**config.mk**
```make
export PLATFORM = sky130hd
export DESIGN_NAME = motor_status_readout
export DESIGN_NICKNAME = d
export VERILOG_FILES = /design/src/motor_status_readout_pkg.sv /design/src/motor_status_readout.sv
export SDC_FILE = /design/constraint.sdc
export NUM_CORES = 1
export LEC_CHECK = 0
export BUFFER_PORTS_ARGS = -buffer_cell sky130_fd_sc_hd__buf_2
export CAP_MARGIN = 20
export CELL_PAD_IN_SITES_DETAIL_PLACEMENT = 1
export CELL_PAD_IN_SITES_GLOBAL_PLACEMENT = 2
export CORE_MARGIN = 2
export CORE_UTILIZATION = 35
export DETAILED_ROUTE_END_ITERATION = 8
export HOLD_SLACK_MARGIN = 0.08
export PLACE_DENSITY_LB_ADDON = 0.1
export SLEW_MARGIN = 10
export SYNTH_ARGS = -nofsm -noshare
export SYNTH_HDL_FRONTEND = slang
export SYNTH_SLANG_ARGS = --single-unit
```
**constraint.sdc**
```tcl
create_clock -name CLOCK -period 5.7 [get_ports CLOCK]
set_input_delay 1.14 -clock CLOCK [delete_from_list [all_inputs] [get_ports CLOCK]]
set_output_delay 1.14 -clock CLOCK [all_outputs]
set_load 0.01 [all_outputs]
```
**src/motor_status_readout_pkg.sv**
```systemverilog
// shared constants and carriers for the motor status readout block
package motor_status_readout_pkg;

  // ----------------------------------------
  // command codes
  // ----------------------------------------
  localparam logic [7:0] CMD_STATUS = 8'h81;
  localparam logic [7:0] CMD_POS = 8'hFC;
  localparam logic [7:0] CMD_OTP = 8'h82;
  localparam logic [7:0] CMD_RESET = 8'h00;

  // ----------------------------------------
  // framing constants
  // ----------------------------------------
  localparam logic [1:0] ADDR_FIXED = 2'b11;
  localparam logic [2:0] ADDR_ECHO_MARK = 3'b111;
  localparam logic [4:0] SEC_PAD = 5'h1F;
  localparam logic [5:0] STALL_PAD = 6'h3F;
  localparam logic [7:0] FILL_BYTE = 8'hFF;
  localparam logic [3:0] BITS_PER_BYTE = 4'h8;
  localparam logic [3:0] FIRST_IDX = 4'h1;
  localparam logic [3:0] LAST_IDX = 4'h9;
  localparam logic [3:0] CLEAR_IDX = 4'h7;
  localparam logic [7:0] SHIFT_RESET = 8'h00;
  localparam logic [3:0] COUNT_RESET = 4'h0;

  typedef logic [7:0][7:0] otp_t;

  // ----------------------------------------
  // status and position carriers
  // ----------------------------------------
  typedef struct packed {
    logic [3:0] run_current;
    logic [3:0] hold_current;
    logic [3:0] max_velocity;
    logic [3:0] min_velocity;
    logic ramp_bypass;
    logic [1:0] microstep_resolution;
    logic direction;
    logic [3:0] acceleration;
    logic logic_supply_reset_flag;
    logic lost_steps_flag;
    logic electrical_defect;
    logic supply_undervoltage;
    logic thermal_shutdown;
    logic thermal_warning;
    logic [1:0] temperature_level;
    logic [2:0] motion_status;
    logic external_switch_state;
    logic overcurrent_x_coil;
    logic overcurrent_y_coil;
    logic pump_failure;
  } status_s;

  typedef struct packed {
    logic [15:0] actual_position;
    logic [15:0] target_position;
    logic [10:0] secure_position;
    logic [1:0] stall_info;
  } position_s;

endpackage

```
**src/motor_status_readout.sv**
```systemverilog
// two-wire slave that answers the status, position and otp dump reads
// Notes on behaviour
// - command byte 0x81 selects the full status read, 0xFC the position read, 0x82 the otp dump read.
// - the slave address is two fixed ones, four otp address bits and the pin address bit.
// - the master acks every response byte but the last, and a missing ack ends the answer and frees the line.
// - a full status read asks the fault flags to be cleared once they have been reported.
// - status byte one holds run and hold current, byte two max and min velocity.
// - status byte three holds ramp bypass, microstep resolution, direction and acceleration.
// - status byte four holds the six fault flags from bit 7 down and the temperature level in bits 1 to 0.
// - status byte five holds motion status, switch state, both overcurrents, a one and pump failure.
// - actual and target position are sent as signed sixteen-bit values.
// - the secure position low byte goes whole, its upper bits sit low in the next byte padded with ones.
// - the position answer sends actual high, low, target high, low, then the secure position bytes.
// - the otp dump sends the eight otp bytes in ascending address order.
// - the position answer also carries stall detection information.
module motor_status_readout (
  // clock, reset, enable
  input wire logic CLOCK,
  input wire logic SYS_RST,
  input wire logic CE,
  // two-wire bus pins
  input wire logic SCL_IN,
  input wire logic SDA_IN,
  output logic SDA_OUT,
  output logic SDA_OE_N,
  // node address
  input wire logic [3:0] OTP_ADDRESS_BITS,
  input wire logic PIN_ADDRESS_BIT,
  // reported state
  input wire motor_status_readout_pkg::status_s STATUS,
  input wire motor_status_readout_pkg::position_s POSITION,
  input wire motor_status_readout_pkg::otp_t OTP_BYTES,
  // flag clear request
  output logic FLAG_CLEAR
);
  import motor_status_readout_pkg::*;

  typedef enum logic [6:0] {
    ST_IDLE = 7'b0000001,
    ST_ADDR = 7'b0000010,
    ST_AACK = 7'b0000100,
    ST_CMD = 7'b0001000,
    ST_CACK = 7'b0010000,
    ST_TX = 7'b0100000,
    ST_MACK = 7'b1000000
  } state_e;

  state_e state_reg;
  logic scl_m_reg, scl_s_reg, scl_d_reg;
  logic pin_m_reg, pin_s_reg;
  logic sda_m_reg, sda_s_reg, sda_d_reg;
  logic [7:0] sh_reg;
  logic [3:0] bit_reg;
  logic [3:0] idx_reg;
  logic [7:0] cmd_reg;
  logic oe_n_reg;
  logic clr_reg;
  status_s snap_reg;
  position_s psnap_reg;
  logic [6:0] own_addr;
  logic start_ev, stop_ev, scl_rise, scl_fall;
  logic byte_done, load_next, load_first;
  logic [7:0] next_byte;

  // ----------------------------------------
  // response byte decoding
  // ----------------------------------------
  function automatic logic [7:0] resp_byte(input logic [7:0] cmd, input logic [3:0] i,
      input status_s s, input position_s p, input otp_t o, input logic [6:0] a);
    logic [7:0] b;
    b = FILL_BYTE;
    if (cmd == CMD_STATUS) begin
      unique case (i)
        4'h1: b = {ADDR_ECHO_MARK, a[4:0]};
        4'h2: b = {s.run_current, s.hold_current};
        4'h3: b = {s.max_velocity, s.min_velocity};
        4'h4: b = {s.ramp_bypass, s.microstep_resolution, s.direction, s.acceleration};
        4'h5: b = {s.logic_supply_reset_flag, s.lost_steps_flag, s.electrical_defect,
                   s.supply_undervoltage, s.thermal_shutdown, s.thermal_warning,
                   s.temperature_level};
        4'h6: b = {s.motion_status, s.external_switch_state, s.overcurrent_x_coil,
                   s.overcurrent_y_coil, 1'b1, s.pump_failure};
        default: b = FILL_BYTE;
      endcase
    end else if (cmd == CMD_POS) begin
      unique case (i)
        4'h1: b = {ADDR_ECHO_MARK, a[4:0]};
        4'h2: b = p.actual_position[15:8];
        4'h3: b = p.actual_position[7:0];
        4'h4: b = p.target_position[15:8];
        4'h5: b = p.target_position[7:0];
        4'h6: b = p.secure_position[7:0];
        4'h7: b = {SEC_PAD, p.secure_position[10:8]};
        4'h8: b = {STALL_PAD, p.stall_info};
        default: b = FILL_BYTE;
      endcase
    end else if (cmd == CMD_OTP && i >= FIRST_IDX && i < LAST_IDX) begin
      b = o[3'(i - FIRST_IDX)];
    end
    return b;
  endfunction

  // ----------------------------------------
  // pin synchronisers and bus events
  // ----------------------------------------
  always_ff @(posedge CLOCK or posedge SYS_RST) begin
    if (SYS_RST) begin
      scl_m_reg <= 1'b1;
      scl_s_reg <= 1'b1;
      scl_d_reg <= 1'b1;
      sda_m_reg <= 1'b1;
      sda_s_reg <= 1'b1;
      sda_d_reg <= 1'b1;
      pin_m_reg <= 1'b0;
      pin_s_reg <= 1'b0;
    end else if (CE) begin
      scl_m_reg <= SCL_IN;
      scl_s_reg <= scl_m_reg;
      scl_d_reg <= scl_s_reg;
      sda_m_reg <= SDA_IN;
      sda_s_reg <= sda_m_reg;
      sda_d_reg <= sda_s_reg;
      // the address strap is a pin as well, so it passes the same two flops
      pin_m_reg <= PIN_ADDRESS_BIT;
      pin_s_reg <= pin_m_reg;
    end
  end

  assign own_addr = {ADDR_FIXED, OTP_ADDRESS_BITS, pin_s_reg};
  assign start_ev = scl_s_reg & scl_d_reg & sda_d_reg & ~sda_s_reg;
  assign stop_ev = scl_s_reg & scl_d_reg & ~sda_d_reg & sda_s_reg;
  assign scl_rise = scl_s_reg & ~scl_d_reg;
  assign scl_fall = ~scl_s_reg & scl_d_reg;
  assign byte_done = scl_fall && bit_reg == BITS_PER_BYTE;
  assign load_first = state_reg == ST_AACK && scl_fall && sh_reg[0];
  assign load_next = state_reg == ST_MACK && scl_fall;
  assign next_byte = resp_byte(cmd_reg, load_first ? FIRST_IDX : idx_reg,
                               snap_reg, psnap_reg, OTP_BYTES, own_addr);

  // ----------------------------------------
  // transfer state machine
  // ----------------------------------------
  // start and stop win over any state, so a broken frame always resyncs
  always_ff @(posedge CLOCK or posedge SYS_RST) begin
    if (SYS_RST) begin
      state_reg <= ST_IDLE;
      sh_reg <= SHIFT_RESET;
      bit_reg <= COUNT_RESET;
      idx_reg <= COUNT_RESET;
      oe_n_reg <= 1'b1;
    end else if (CE) begin
      if (start_ev) begin
        state_reg <= ST_ADDR;
        bit_reg <= COUNT_RESET;
        oe_n_reg <= 1'b1;
      end else if (stop_ev) begin
        state_reg <= ST_IDLE;
        oe_n_reg <= 1'b1;
      end else begin
        unique case (state_reg)
          ST_IDLE: state_reg <= ST_IDLE;
          ST_ADDR, ST_CMD: begin
            if (scl_rise) begin
              sh_reg <= {sh_reg[6:0], sda_s_reg};
              bit_reg <= bit_reg + 4'h1;
            end else if (byte_done) begin
              if (state_reg == ST_CMD) begin
                state_reg <= ST_CACK;
                oe_n_reg <= 1'b0;
              end else if (sh_reg[7:1] == own_addr) begin
                state_reg <= ST_AACK;
                oe_n_reg <= 1'b0;
              end else begin
                state_reg <= ST_IDLE;
              end
            end
          end
          ST_AACK: begin
            if (scl_fall) begin
              bit_reg <= COUNT_RESET;
              if (sh_reg[0]) begin
                sh_reg <= next_byte;
                oe_n_reg <= next_byte[7];
                idx_reg <= FIRST_IDX + 4'h1;
                state_reg <= ST_TX;
              end else begin
                oe_n_reg <= 1'b1;
                state_reg <= ST_CMD;
              end
            end
          end
          // trailing write bytes are ignored; write commands live elsewhere
          ST_CACK: begin
            if (scl_fall) begin
              oe_n_reg <= 1'b1;
              state_reg <= ST_IDLE;
            end
          end
          ST_TX: begin
            if (scl_rise) begin
              bit_reg <= bit_reg + 4'h1;
            end else if (byte_done) begin
              oe_n_reg <= 1'b1;
              state_reg <= ST_MACK;
            end else if (scl_fall) begin
              sh_reg <= {sh_reg[6:0], 1'b1};
              oe_n_reg <= sh_reg[6];
            end
          end
          ST_MACK: begin
            if (scl_rise && sda_s_reg) begin
              state_reg <= ST_IDLE;
            end else if (scl_fall) begin
              sh_reg <= next_byte;
              oe_n_reg <= next_byte[7];
              bit_reg <= COUNT_RESET;
              if (idx_reg != LAST_IDX) begin
                idx_reg <= idx_reg + 4'h1;
              end
              state_reg <= ST_TX;
            end
          end
          default: state_reg <= ST_IDLE;
        endcase
      end
    end
  end

  // ----------------------------------------
  // command latch and snapshots
  // ----------------------------------------
  always_ff @(posedge CLOCK or posedge SYS_RST) begin
    if (SYS_RST) begin
      cmd_reg <= CMD_RESET;
    end else if (CE && state_reg == ST_CMD && byte_done) begin
      cmd_reg <= sh_reg;
    end
  end

  // freeze status and position at the read address so the bytes stay coherent; the otp bytes are read live
  always_ff @(posedge CLOCK or posedge SYS_RST) begin
    if (SYS_RST) begin
      snap_reg <= '0;
      psnap_reg <= '0;
    end else if (CE && state_reg == ST_ADDR && byte_done) begin
      snap_reg <= STATUS;
      psnap_reg <= POSITION;
    end
  end

  // ----------------------------------------
  // fault flag clear
  // ----------------------------------------
  // pulse once the last flag byte has left, so no flag is cleared unreported
  always_ff @(posedge CLOCK or posedge SYS_RST) begin
    if (SYS_RST) begin
      clr_reg <= 1'b0;
    end else if (CE) begin
      clr_reg <= state_reg == ST_TX && byte_done && cmd_reg == CMD_STATUS
                 && idx_reg == CLEAR_IDX;
    end
  end

  assign FLAG_CLEAR = clr_reg;
  assign SDA_OE_N = oe_n_reg;
  assign SDA_OUT = 1'b0;
endmodule

```
Word-level counts from Yosys, hierarchy flattened
Index checks and enable logic that the tools add are counted.
- flip-flop bits (word level): 125
- bits of input ports: 158
- output and inout bits: 3
- word-level logic and storage cells: 186
- add/subtract/negate cells: 3
- magnitude comparators: 3
- equality and inequality tests: 44
- mux-type cells: 58
- bitwise gates (word level): 13
- reductions and logical operators: 25
- operator list (operator ; count):
    $mux W8 ; 12
    $mux W7 ; 10
    $pmux W8 S8 ; 1
    $pmux W8 S6 ; 1
    $mux W4 ; 11
    $ne A4 B4 Y1 const B ; 9
    $pmux W7 S5 ; 1
    $pmux W8 S4 ; 1
    $bmux W8 S3 ; 1
    $eq A8 B8 Y1 const B ; 3
    $reduce_and A11 Y1 ; 2
    $eq A4 B3 Y1 const B ; 5
    $ne A2 B2 Y1 const B ; 9
    $mux W1 ; 14
    $logic_and A1 B1 Y1 ; 13
    $pmux W4 S3 ; 1
    $reduce_and A12 Y1 ; 1
    $ne A5 B5 Y1 const B ; 2
    $reduce_and A9 Y1 ; 1
    $add A4 B1 Y4 const B ; 2
    $eq A4 B2 Y1 const B ; 2
    $eq A4 B4 Y1 const B ; 2
    $pmux W4 S2 ; 1
    $reduce_and A8 Y1 ; 1
    other kinds (28) ; 40

Logic depth before layout (Yosys ltp)
- depth after elaboration: 16
- gate-level depth with buffers: 17
- mapped depth without buffers: 12

Least setup slack after synthesis
OpenSTA, ideal clock, no wires.
- path type: register to register
- from: reg scl_s_reg
- to: reg sh_reg[7]
- setup time: 0.082 ns
- data arrival time: 3.246 ns
- data required time: 5.618 ns
- slack: 2.372 ns
- cell stages (with the launch flop): 17
- path buffers: 6
- clock period less this slack: 3.328 ns
- path through: dfstp_2 > and3b_1 > buf_2 > a31o_2 > buf_2 > inv_2 > buf_4 > buf_4 > ha_1 > clkbuf_1 > clkbuf_1 > a22oi_1 > o2111ai_1 > o211ai_1 > a2bb2oi_1 > nand2_1 > a31oi_1
- cells in the longest elaborated chain, start to end: 14
- elaborated cells between the ends (all ways): 48
- classes of those cells: add/sub: 1; order compare: 2; eq/ne: 15; mux: 13; bitwise: 10; reduce/logical: 7
- ends and longest elaborated chain (what ; RTL line ; RTL):
    start, declared ; motor_status_readout.sv:49 ; logic scl_m_reg, scl_s_reg, scl_d_reg;
    start signal, assigned ; motor_status_readout.sv:118 ; scl_s_reg <= scl_m_reg;
    $not A1 Y1 ; motor_status_readout.sv:133 ; assign scl_fall = ~scl_s_reg & scl_d_reg;
    $and A1 B1 Y1 ; motor_status_readout.sv:133 ;
    $logic_and A1 B1 Y1 (2 in a row) ; motor_status_readout.sv:135 ; assign load_first = state_reg == ST_AACK && scl_fall && sh_reg[0];
    $mux W4 ; motor_status_readout.sv:137 ; assign next_byte = resp_byte(cmd_reg, load_first ? FIRST_IDX : idx_reg,
    $sub A3 B1 Y3 or $ge A4 B1 Y1 (tied branches) ; motor_status_readout.sv:98, motor_status_readout.sv:97 ;
    $bmux W8 S3 or $logic_and A1 B1 Y1 (tied branches) ; motor_status_readout.sv:98, motor_status_readout.sv:97 ;
    $mux W8 (not written as such) or $logic_and A1 B1 Y1 (tied branches) ; motor_status_readout.sv:98, motor_status_readout.sv:97 ;
    $mux W8 ; motor_status_readout.sv:97 ; end else if (cmd == CMD_OTP && i >= FIRST_IDX && i < LAST_IDX) begin
    $mux W8 ; motor_status_readout.sv:85 ; end else if (cmd == CMD_POS) begin
    $mux W8 ; motor_status_readout.sv:72 ; if (cmd == CMD_STATUS) begin
    $mux W8, on equally long branches ; motor_status_readout.sv:213, motor_status_readout.sv:181 ;
    $mux W8, on equally long branches ; motor_status_readout.sv:211, motor_status_readout.sv:179 ;
    $pmux W8 S4 ; motor_status_readout.sv:160 ; unique case (state_reg)
    end signal, assigned ; motor_status_readout.sv:164 ; sh_reg <= {sh_reg[6:0], sda_s_reg};
    end signal, assigned ; motor_status_readout.sv:206 ; sh_reg <= {sh_reg[6:0], 1'b1};
    end signal, assigned ; motor_status_readout.sv:214 ; sh_reg <= next_byte;
    end, declared ; motor_status_readout.sv:52 ; logic [7:0] sh_reg;
Parallel ways exist; a longest one is shown, timed or not. The select of a mux whose other input is x is not followed.
A chain may end at the register's enable or synchronous reset.

Final worst setup path
- from: reg state_reg[2]
- to: reg sh_reg[0]
- cells in the longest elaborated chain, start to end: 13
- elaborated cells between the ends (all ways): 43
- classes of those cells: add/sub: 1; order compare: 2; eq/ne: 20; mux: 13; reduce/logical: 7
- ends and longest elaborated chain (what ; RTL line ; RTL):
    start, declared ; motor_status_readout.sv:48 ; state_e state_reg;
    start signal, assigned ; motor_status_readout.sv:146 ; state_reg <= ST_IDLE;
    start signal, assigned ; motor_status_readout.sv:153 ; state_reg <= ST_ADDR;
    start signal, assigned ; motor_status_readout.sv:157 ; state_reg <= ST_IDLE;
    $eq A7 B3 Y1 ; motor_status_readout.sv:135, motor_status_readout.sv:160 ;
    $logic_and A1 B1 Y1 (2 in a row) ; motor_status_readout.sv:135 ;
    $mux W4 ; motor_status_readout.sv:137 ;
    $sub A3 B1 Y3 or $ge A4 B1 Y1 (tied branches) ; motor_status_readout.sv:98, motor_status_readout.sv:97 ;
    $bmux W8 S3 or $logic_and A1 B1 Y1 (tied branches) ; motor_status_readout.sv:98, motor_status_readout.sv:97 ;
    $mux W8 (not written as such) or $logic_and A1 B1 Y1 (tied branches) ; motor_status_readout.sv:98, motor_status_readout.sv:97 ;
    $mux W8 ; motor_status_readout.sv:97 ;
    $mux W8 ; motor_status_readout.sv:85 ;
    $mux W8 ; motor_status_readout.sv:72 ;
    $mux W8, on equally long branches ; motor_status_readout.sv:213, motor_status_readout.sv:181 ;
    $mux W8, on equally long branches ; motor_status_readout.sv:211, motor_status_readout.sv:179 ;
    $pmux W8 S4 ; motor_status_readout.sv:160 ;
Parallel ways exist; a longest one is shown, timed or not. The select of a mux whose other input is x is not followed.

==> results.toml <==
[clocking]
clockBufferDepth = 2
path_clk_slew_ns = 0.06
cts_tree = "done"
post_cts_buffers = 0
h-tree-depth = 4
numCtsBuffers = 17
postCtsHoldBufs = 0
cts_num_sinks = 125
cts-root-buf = "clkbuf_16"
cts_resized = 0
clk_latency_ns = 0.43

[sta]
post-route-period-util = 0.724
finalHoldViolations = 0
final-setup-viol-count = 0
tightest_slew_ns = 0.811
rsz0062_at_grt = "false"
finalCriticalPeriod_ns = 4.13
maxSlewViolCount = 0
fin_skew_ns = 0.0127
fin_tns_setup_ns = 0
max_slew_margin = 0.451
clock.fmax_ghz = 0.242

[critical_path]
crit_path_end_kind = "flop"
crit_arrival_ns = 4.47
required_ns = 6.04
startpoint_type = "flop"
path_cells = "nor3b_2, nand3_1, nand2_1, inv_1, ha_1, buf_4, or2_2, a221oi_4, a21bo_1, o32ai_1, a22o_1, a31oi_1"
slowest_stage = "dfrtp_1"
critPathTopFamily = "simple AND/OR/NAND/NOR gates"
critical_path_class = "reg -> reg"
cp_max_fo = 25
rrSetupSlack_ns = 1.57
path_buf_inv = 2
slowest_delay_ns = 0.66

[synthesis]
synth_edf_count = 0
synth_top_family_by_area = "multiplexers"
synth-seq-cells = 125
ys_seq_area_frac = 0.426
synth-simple-area-share = 0.138
post_synth.cell_area_avg_um2 = 10.8
yosysTopAreaCell = "dfrtp_1"
syn-cell-area_um2 = 7370
synth_fp_nets = 851
synth.mux.area_fraction = 0.204
yosys_warnings = 0
synth_cell_types = 78
synth_ff_type = "dfrtp_1"
yosysTopAreaCellShare = 0.397
synthXorXnorAreaFrac = 0.0117
synth_compound_area_frac = 0.166
synth.area.top_cells = "dfrtp_1 (40%), mux2_2 (16%), dfstp_2 (2.9%), mux2i_1 (2.9%), a222oi_1 (2.2%)"
synth_fa_ha_area_frac = 0.0153
synthCells = 684
async_flop_share = 1.00

[placement]
place_congestion = 0.882
place_area_um2 = 8340
dp.cells = 1073
hpwl_um = 18300
io_buffers = 159

[pwr]
total_power_mw = 2.44
ir_drop_mv = 0.176
p_leak_nw = 4.14
p_per_area_nw_per_um2 = 270

[min_path]
hold_class = "reg -> reg"

[routing]
num_vias = 6294
wl_per_cell_um = 22.2
drt_iter0_markers = 413
drt_pre_antenna_iters = 5
totalWireLength_um = 24600
via_per_inst = 5.66
drcViolationCount = 0
ant_nets = 0

[floorplanning]
initial_core_util = 0.354
die_area_um2 = 22200
die_y_um = 149
fp-row-count = 53
dieWidth_um = 149
ios = 161
coreArea_um2 = 20800

[global_routing]
grt_max_degree = 85
grt_most_used_layer = "met2"
grtUsageMet3 = 0.0471
overflow = 0
use_met2 = 0.391
grt_use_total = 0.227
grt_pass1_wl_um = 38400
grtUsageMet1 = 0.285
antenna_found_initial = 1
first_global_vias = 6757

[cells_and_area]
layout.nets = 990
drive_gt1_frac = 0.410
final_cells = 1112
finalInstanceArea_um2 = 9050
fillers = 2352
layout_commonest_cell = "buf_2"
syn2layout_area_growth_pct = 22.8
largest_reg_flops = 45
multiInputGateArea_um2 = 3960
final_core_util = 0.434
layout_common_cells = "buf_2 (160), dfrtp_1 (117), mux2_2 (103)"
regArea_um2 = 3140

[run]
drv_cap = 0

[status]
run_status = "completed"
-- through the flow --
stage                     hold slack [ns]  setup WS (ns)
after floorplan                     0.465           1.25
after global placement              0.456           1.86
after detailed placement            0.466           1.67
after CTS                           0.477           1.64
after global routing                0.487           1.25
final                               0.471           1.57
-- layout make-up --
type / count / share of cell area
multi-input combinational: 495 / 0.437
timing repair buffer: 173 / 0.104
tap: 275 / 0.0380
inverter: 11 / 0.00484
antenna: 1 / 0.000277
clock buffer: 18 / 0.0474
sequential: 125 / 0.347
clock inverter: 14 / 0.0213
-- cells in the mapped netlist, types with 3 or more instances --
master / count
and3b_1: 3
nor4_1: 8
buf_4: 4
nor3_1: 24
mux4_2: 6
nor2b_1: 15
nor2_1: 38
and3_1: 9
o21ai_0: 26
nor3b_1: 3
a21oi_1: 12
o41ai_1: 4
a31oi_1: 8
a311o_1: 3
a221o_1: 4
mux2_2: 103
dfstp_2: 8
a211o_1: 3
o22ai_1: 6
a22oi_1: 12
nand2b_1: 8
clkbuf_1: 30
nand3b_1: 3
nand3_1: 17
dfrtp_1: 117
nand2_1: 41
a211oi_1: 4
buf_2: 17
inv_1: 10
o21ai_1: 6
o221ai_1: 3
o31ai_1: 7
a2111oi_0: 4
nand4_1: 7
o2111ai_1: 3
o211ai_1: 4
mux2i_1: 21
ha_1: 9
a222oi_1: 16
xor2_1: 7
-- cells by family (layout without fill, tap and decap cells) --
family | Yosys count | after routing
other | 1 | 2
AO/OA/AOI/OAI | 155 | 155
adder cells (fa/ha/maj) | 9 | 9
flip-flops | 125 | 125
multiplexers | 130 | 130
AND/OR/NAND/NOR | 191 | 191
XOR/XNOR | 9 | 9
buffers and inverters | 64 | 216
-- where the power goes --
group	total, mW	internal, mW	switching (mW)	leakage (nW)
Sequential	0.963	0.921	0.0419	1.70
Clock	1.18	0.706	0.473	0.303
Combinational	0.297	0.127	0.170	2.14
-- final timing paths --
path | from | to | depth (start not counted)
worst max-delay path | state_reg[2]$_DFFE_PP0P_ | sh_reg[0]$_DFFE_PP0P_ | 12
worst min-delay path | FLAG_CLEAR$_DFFE_PP0P_ | FLAG_CLEAR$_DFFE_PP0P_ | 1
worst max register to register | state_reg[2]$_DFFE_PP0P_ | sh_reg[0]$_DFFE_PP0P_ | 12
worst min register to register | FLAG_CLEAR$_DFFE_PP0P_ | FLAG_CLEAR$_DFFE_PP0P_ | 1
max in group asynchronous | SYS_RST | psnap_reg[3]$_DFFE_PP0P_ | 3
min in group asynchronous | SYS_RST | snap_reg[18]$_DFFE_PP0P_ | 2
-- layer usage --
| metal | vias to the layer above | wire, um |
|---|---|---|
| met5 | - | 16 |
| met2 | 174 | 12900 |
| met1 | 3189 | 10200 |
| li1 | 2889 | - |
| met4 | 2 | 522 |
| met3 | 40 | 1070 |
No activity file was read; power rests on OpenSTA's default activity.
